[config.mk]
export PLATFORM = sky130hd
export DESIGN_NAME = rcc_top
export DESIGN_NICKNAME = d
export VERILOG_FILES = /design/src/hw/rcc_pkg.sv /design/src/hw/rcc_top.sv
export SDC_FILE = /design/constraint.sdc
export NUM_CORES = 1
export LEC_CHECK = 0
export ABC_AREA = 1
export BUFFER_PORTS_ARGS = -buffer_cell sky130_fd_sc_hd__buf_2
export CAP_MARGIN = 20
export CORE_ASPECT_RATIO = 0.8
export CORE_MARGIN = 2
export CORE_UTILIZATION = 50
export CTS_CLUSTER_SIZE = 12
export DETAILED_ROUTE_END_ITERATION = 7
export GPL_TIMING_DRIVEN = 0
export PLACE_DENSITY = 0.78
export SLEW_MARGIN = 25
export SYNTH_ARGS = -nofsm -noshare
export SYNTH_HDL_FRONTEND = slang
export SYNTH_SLANG_ARGS = --single-unit
[constraint.sdc]
create_clock -name core_clk -period 10.22 [get_ports core_clk]
set_clock_uncertainty 0.2 [all_clocks]
set_input_delay 1.533 -clock core_clk [delete_from_list [all_inputs] [get_ports core_clk]]
set_output_delay 1.533 -clock core_clk [all_outputs]
set_load 0.005 [all_outputs]
[src/hw/rcc_pkg.sv]
// Constants for the reset cause and control register block.
package rcc_pkg;
    localparam int AXI_AW = 32;
    localparam int AXI_DW = 32;
    localparam int REG_W = 16;
    localparam logic [AXI_AW-1:0] RCC_CTRL_OFS = 32'h0000_0000;
    localparam logic [AXI_AW-1:0] RCC_STAT_OFS = 32'h0000_0004;
    localparam logic [AXI_AW-1:0] RCC_MASK_OFS = 32'h0000_0008;
    localparam int B_TRAP = 15;
    localparam int B_IOPU = 14;
    localparam int B_FREG = 11;
    localparam int B_MISMATCH = 9;
    localparam int B_VREG = 8;
    localparam int B_EXT = 7;
    localparam int B_INSTR = 6;
    localparam int B_WDT_EN = 5;
    localparam int B_WDT_TO = 4;
    localparam int B_SLEEP = 3;
    localparam int B_IDLE = 2;
    localparam int B_BROWN = 1;
    localparam int B_POR = 0;
    localparam logic [REG_W-1:0] RCC_IMPL_MASK = 16'hcbff;
    localparam logic [REG_W-1:0] RCC_CTRL_RST = 16'h0003;
    localparam logic [REG_W-1:0] RCC_STAT_RST = 16'h0000;
    localparam logic [REG_W-1:0] RCC_MASK_RST = 16'h0000;
    localparam logic [1:0] RESP_OKAY = 2'h0;
    localparam logic [1:0] RESP_SLVERR = 2'h2;
    localparam logic [1:0] RST_SYNC_RST = 2'h0;
endpackage

[src/hw/rcc_top.sv]
// Reset cause and control register with AXI4-Lite access and an event interrupt.
//
// Register access over AXI4-Lite and the register offsets were left to the implementer.
`timescale 1ns/100ps
module rcc_top
(
    // Clock and power-on reset
    input wire logic core_clk,
    input wire logic rstn,
    // AXI4-Lite write address and data
    input wire logic [rcc_pkg::AXI_AW-1:0] s_axi_awaddr,
    input wire logic s_axi_awvalid,
    output logic s_axi_awready,
    input wire logic [rcc_pkg::AXI_DW-1:0] s_axi_wdata,
    input wire logic [3:0] s_axi_wstrb,
    input wire logic s_axi_wvalid,
    output logic s_axi_wready,
    // AXI4-Lite write response
    output logic [1:0] s_axi_bresp,
    output logic s_axi_bvalid,
    input wire logic s_axi_bready,
    // AXI4-Lite read
    input wire logic [rcc_pkg::AXI_AW-1:0] s_axi_araddr,
    input wire logic s_axi_arvalid,
    output logic s_axi_arready,
    output logic [rcc_pkg::AXI_DW-1:0] s_axi_rdata,
    output logic [1:0] s_axi_rresp,
    output logic s_axi_rvalid,
    input wire logic s_axi_rready,
    // Reset cause events from the reset controller
    input wire logic trap_conflict_evt,
    input wire logic illegal_op_pointer_evt,
    input wire logic config_mismatch_evt,
    input wire logic master_clear_pin_evt,
    input wire logic reset_instruction_evt,
    input wire logic watchdog_timeout_evt,
    input wire logic brown_out_evt,
    input wire logic sleep_wake_evt,
    input wire logic idle_wake_evt,
    // Configuration fuse
    input wire logic watchdog_fuse_enable,
    // Controls and interrupt
    output logic watchdog_enable,
    output logic regulator_active_in_sleep,
    output logic flash_regulator_active_in_sleep,
    output logic irq
);
    import rcc_pkg::*;

    logic [1:0] rst_pipe_q;
    logic rst_n;
    logic aw_full_q, aw_full_d, w_full_q, w_full_d;
    logic awready_q, awready_d, wready_q, wready_d;
    logic bvalid_q, bvalid_d;
    logic [1:0] bresp_q, bresp_d;
    logic [AXI_AW-1:0] awaddr_q, awaddr_d;
    logic [REG_W-1:0] wdata_q, wdata_d;
    logic [1:0] wstrb_q, wstrb_d;
    logic arready_q, arready_d, rvalid_q, rvalid_d;
    logic [AXI_DW-1:0] rdata_q, rdata_d;
    logic [1:0] rresp_q, rresp_d;
    logic [REG_W-1:0] rcc_q, rcc_d, stat_q, stat_d, mask_q, mask_d;
    logic wdt_q, wdt_d, vreg_q, vreg_d, freg_q, freg_d, irq_q, irq_d;
    logic [REG_W-1:0] hw_set, bm;
    logic do_wr, wr_rcc, wr_stat, wr_mask;

    // Power-on reset is released through two flops; only the second is used.
    always_ff @(posedge core_clk or negedge rstn)
    begin
        if (!rstn)
            rst_pipe_q <= RST_SYNC_RST;
        else
            rst_pipe_q <= {rst_pipe_q[0], 1'b1};
    end
    assign rst_n = rst_pipe_q[1];

    // Each hardware event maps onto its own flag bit.
    always_comb
    begin
        hw_set = '0;
        hw_set[B_TRAP] = trap_conflict_evt;
        hw_set[B_IOPU] = illegal_op_pointer_evt;
        hw_set[B_MISMATCH] = config_mismatch_evt;
        hw_set[B_EXT] = master_clear_pin_evt;
        hw_set[B_INSTR] = reset_instruction_evt;
        hw_set[B_WDT_TO] = watchdog_timeout_evt;
        hw_set[B_SLEEP] = sleep_wake_evt;
        hw_set[B_IDLE] = idle_wake_evt;
        hw_set[B_BROWN] = brown_out_evt;
    end

    assign do_wr = aw_full_q && w_full_q && !bvalid_q;
    assign wr_rcc = do_wr && (awaddr_q[AXI_AW-1:2] == RCC_CTRL_OFS[AXI_AW-1:2]);
    assign wr_stat = do_wr && (awaddr_q[AXI_AW-1:2] == RCC_STAT_OFS[AXI_AW-1:2]);
    assign wr_mask = do_wr && (awaddr_q[AXI_AW-1:2] == RCC_MASK_OFS[AXI_AW-1:2]);
    assign bm = {{8{wstrb_q[1]}}, {8{wstrb_q[0]}}};

    // Write channels are taken independently and held until both are present.
    always_comb
    begin
        aw_full_d = aw_full_q;
        w_full_d = w_full_q;
        awaddr_d = awaddr_q;
        wdata_d = wdata_q;
        wstrb_d = wstrb_q;
        bvalid_d = bvalid_q;
        bresp_d = bresp_q;
        if (s_axi_awvalid && awready_q)
        begin
            aw_full_d = 1'b1;
            awaddr_d = s_axi_awaddr;
        end
        if (s_axi_wvalid && wready_q)
        begin
            w_full_d = 1'b1;
            wdata_d = s_axi_wdata[REG_W-1:0];
            wstrb_d = s_axi_wstrb[1:0];
        end
        if (do_wr)
        begin
            aw_full_d = 1'b0;
            w_full_d = 1'b0;
            bvalid_d = 1'b1;
            bresp_d = (wr_rcc || wr_stat || wr_mask) ? RESP_OKAY : RESP_SLVERR;
        end
        else if (bvalid_q && s_axi_bready)
            bvalid_d = 1'b0;
        awready_d = !aw_full_d;
        wready_d = !w_full_d;
    end

    always_ff @(posedge core_clk or negedge rst_n)
    begin
        if (!rst_n)
        begin
            aw_full_q <= 1'b0;
            w_full_q <= 1'b0;
            awready_q <= 1'b0;
            wready_q <= 1'b0;
            awaddr_q <= '0;
            wdata_q <= '0;
            wstrb_q <= 2'h0;
            bvalid_q <= 1'b0;
            bresp_q <= RESP_OKAY;
        end
        else
        begin
            aw_full_q <= aw_full_d;
            w_full_q <= w_full_d;
            awready_q <= awready_d;
            wready_q <= wready_d;
            awaddr_q <= awaddr_d;
            wdata_q <= wdata_d;
            wstrb_q <= wstrb_d;
            bvalid_q <= bvalid_d;
            bresp_q <= bresp_d;
        end
    end

    // Reads answer one cycle after the address is taken.
    always_comb
    begin
        rvalid_d = rvalid_q;
        rdata_d = rdata_q;
        rresp_d = rresp_q;
        if (s_axi_arvalid && arready_q)
        begin
            rvalid_d = 1'b1;
            rresp_d = RESP_OKAY;
            if (s_axi_araddr[AXI_AW-1:2] == RCC_CTRL_OFS[AXI_AW-1:2])
                rdata_d = {16'h0000, rcc_q};
            else if (s_axi_araddr[AXI_AW-1:2] == RCC_STAT_OFS[AXI_AW-1:2])
                rdata_d = {16'h0000, stat_q};
            else if (s_axi_araddr[AXI_AW-1:2] == RCC_MASK_OFS[AXI_AW-1:2])
                rdata_d = {16'h0000, mask_q};
            else
            begin
                rdata_d = '0;
                rresp_d = RESP_SLVERR;
            end
        end
        else if (rvalid_q && s_axi_rready)
            rvalid_d = 1'b0;
        arready_d = !rvalid_d;
    end

    always_ff @(posedge core_clk or negedge rst_n)
    begin
        if (!rst_n)
        begin
            arready_q <= 1'b0;
            rvalid_q <= 1'b0;
            rdata_q <= '0;
            rresp_q <= RESP_OKAY;
        end
        else
        begin
            arready_q <= arready_d;
            rvalid_q <= rvalid_d;
            rdata_q <= rdata_d;
            rresp_q <= rresp_d;
        end
    end

    // A hardware set in the same cycle as a software clear wins, so no cause is lost.
    // There is no reset output: software writes only store values.
    always_comb
    begin
        rcc_d = rcc_q;
        stat_d = stat_q;
        mask_d = mask_q;
        if (wr_rcc)
            rcc_d = (rcc_q & ~bm) | (wdata_q & bm);
        if (wr_stat)
            stat_d = stat_q & ~(wdata_q & bm);
        if (wr_mask)
            mask_d = (mask_q & ~bm) | (wdata_q & bm);
        rcc_d = (rcc_d | hw_set) & RCC_IMPL_MASK;
        stat_d = (stat_d | hw_set) & RCC_IMPL_MASK;
        mask_d = mask_d & RCC_IMPL_MASK;
        wdt_d = rcc_q[B_WDT_EN] || watchdog_fuse_enable;
        vreg_d = rcc_q[B_VREG];
        freg_d = rcc_q[B_FREG];
        irq_d = |(stat_q & mask_q);
    end

    always_ff @(posedge core_clk or negedge rst_n)
    begin
        if (!rst_n)
        begin
            rcc_q <= RCC_CTRL_RST;
            stat_q <= RCC_STAT_RST;
            mask_q <= RCC_MASK_RST;
            wdt_q <= 1'b0;
            vreg_q <= 1'b0;
            freg_q <= 1'b0;
            irq_q <= 1'b0;
        end
        else
        begin
            rcc_q <= rcc_d;
            stat_q <= stat_d;
            mask_q <= mask_d;
            wdt_q <= wdt_d;
            vreg_q <= vreg_d;
            freg_q <= freg_d;
            irq_q <= irq_d;
        end
    end

    assign s_axi_awready = awready_q;
    assign s_axi_wready = wready_q;
    assign s_axi_bvalid = bvalid_q;
    assign s_axi_bresp = bresp_q;
    assign s_axi_arready = arready_q;
    assign s_axi_rvalid = rvalid_q;
    assign s_axi_rdata = rdata_q;
    assign s_axi_rresp = rresp_q;
    assign watchdog_enable = wdt_q;
    assign regulator_active_in_sleep = vreg_q;
    assign flash_regulator_active_in_sleep = freg_q;
    assign irq = irq_q;
endmodule // rcc_top

==> flow_metrics.tcl <==
set metrics [dict create \
    outcome "completed" \
    synth_cell_types 29 \
    cts_tree "built" \
    hold_class "reg2async" \
    grt_pass1_vias 4758 \
    power.density_nw_per_um2 193 \
    timing.final.crit_share_pct 26.9 \
    drc 0 \
    cts_setup_buffers 0 \
    cp_slowest_cell "buf_2" \
    finalNonFillerCells 977 \
    path_clk_slew_ns 0.08 \
    first_iter_violations 373 \
    rows 33 \
    clock.fmax_mhz 364 \
    ys_ff_latch 112 \
    core_area_sq_um 10400 \
    root_buffer "clkbuf_16" \
    critPathLaunchType "input pin" \
    nets 949 \
    yosysTopAreaCell "dfrtp_1" \
    postRouteAntennaNets 0 \
    clockBufferDepth 2 \
    drive_gt1_share_pct 22.1 \
    power_leakage_uw 0.00368 \
    yosysSeqAreaShare_pct 52.1 \
    layout_commonest_cell "nand2_1" \
    htree_levels 3 \
    vias 4878 \
    worst-setup-path-type "in2reg" \
    hold_violations 0 \
    vias_per_cell 4.99 \
    crit_fanout 10 \
    wl_per_cell_um 13.5 \
    synth_cells 684 \
    syn_to_final_growth_pct 21.3 \
    tightest_slew_ns 0.598 \
    tns_ns 0 \
    holdBufCountCts 0 \
    dp_hpwl_um 10000 \
    wl_um 13200 \
    n_antenna_cell 0 \
    drtPass1Iterations 5 \
    grt_usage_pct 23.5 \
    die_y_um 96.8 \
    clock_latency_ns 0.34 \
    grt_max_degree 46 \
    relSlewSlack_pct 59.9 \
    ios 162 \
    path_common_cell "nand2_1" \
    gr-total-overflow 0 \
    numCtsBuffers 9 \
    start_util_pct 51.9 \
    slew_violations 0 \
    netlist.area_leader.share_pct 51.2 \
    worstPathRequired_ns 10.25 \
    grt_pass1_wl_um 22100 \
    port_buffers 115 \
    final_cell_mix "nand2_1 (276), buf_2 (125), dfrtp_1 (109), nand3_1 (74), inv_1 (53)" \
    grt_antenna_before_repair 0 \
    place.gp.congestion 0.879 \
    clock_sinks 112 \
    maxCapViolCount 0 \
    crit_path_cell_trace "buf_2 -> nor2_1 -> nand3_1 -> inv_1 -> nand2_1 -> nor2_4 -> buf_2 -> a21oi_1 -> nand2_1 -> nand2_1" \
    die_x_um 120 \
    slowest_delay_ns 0.24 \
    syn_area_sq_um 5380 \
    ir_worst_vdd_mv 0.141 \
    period_needed_ns 2.74 \
    rsz0062_at_grt "no" \
    yosysWarnings 0 \
    post-place-cells 961 \
    setup_viol 0 \
    crit_arrival_ns 2.78 \
    end_kind "flip-flop" \
    avgSynthCellArea_sq_um 7.87 \
    dieArea_sq_um 11600 \
    ctsResizeCount 0 \
    yosys-top-cells-area "dfrtp_1 (51%), nand2_1 (19%), nand3_1 (6.9%)" \
]
[cell families after synthesis]
group,synth area share [%]
buf+inv,8.88
simple gates,34.6
compound gates,4.21
flops,52.1
other cells,0.140
[layout make-up]
type | count | area [sq um]
Buffer | 46 | 272
Clock buffer | 10 | 229
Clock inverter | 6 | 47.5
Fill cell | 918 | 3840
Inverter | 55 | 206
Multi-Input combinational cell | 491 | 2170
Sequential cell | 112 | 2810
Tap cell | 140 | 175
Timing Repair Buffer | 117 | 616
[stage by stage]
step / instance area, sq um / utilization [%] / hold WS [ns] / setup slack, ns / power, uW
after floorplan: 5460 / - / 0.131 / 6.67 / 819
after global placement: 6210 / 59.9 / 0.137 / 5.60 / 912
after detailed placement: 6250 / 60.3 / 0.0501 / 7.12 / 930
after CTS: 6530 / 63.0 / 0.0665 / 7.48 / 1260
after global routing: 6530 / 63.0 / 0.0935 / 7.35 / 1340
final: 6530 / 63.0 / 0.0554 / 7.48 / 1260
[worst max-delay path: cells and delay by family]
family,cells,cell delay [ns]
and+or+nand+nor,6,0.73
AOI/OAI and AO/OA,1,0.11
buffers and inverters,3,0.41
[Yosys cell counts (all sizes together)]
library cell,instances
a221oi,1
and2,1
dfrtp,110
or2,2
a21oi,14
nor2,42
nand2,277
dfstp,2
nand3,76
conb,2
o21ai,22
clkbuf,12
nand3b,9
buf,34
o21a,4
a211oi,1
nand4,16
nor3,4
inv,55
[metal layers]
metal	part of all wire, %	wire length (um)	vias to the layer above	track usage, %
met2	45	5890	206	37.1
met5	0	0	-	0
met4	0.86	113	0	4.80
met3	7.2	946	10	4.42
li1	-	-	2415	-
met1	47	6260	2247	34.1
[report_power, final]
group / total [uW] / internal (uW) / switching, uW
clock network: 329 / 169 / 161
registers: 615 / 543 / 72.4
logic: 314 / 110 / 203
[final timing paths]
kind | to | cells past startpoint | slack [ns] | start
worst max-delay path | s_axi_rdata[11] | 10 | 7.48 | s_axi_araddr[23]
worst min-delay path | rcc_q[3] | 0 | 0.06 | rst_pipe_q[1]
worst max register to register | rcc_q[4] | 8 | 8.27 | awaddr_q[7]
worst min register to register | rcc_q[3] | 0 | 0.06 | rst_pipe_q[1]
max in group asynchronous | rst_pipe_q[1] | 1 | 8.96 | rstn
min in group core_clk | rst_pipe_q[1] | 0 | 0.15 | rst_pipe_q[0]
Note: power is estimated with default switching activity, not from simulation.
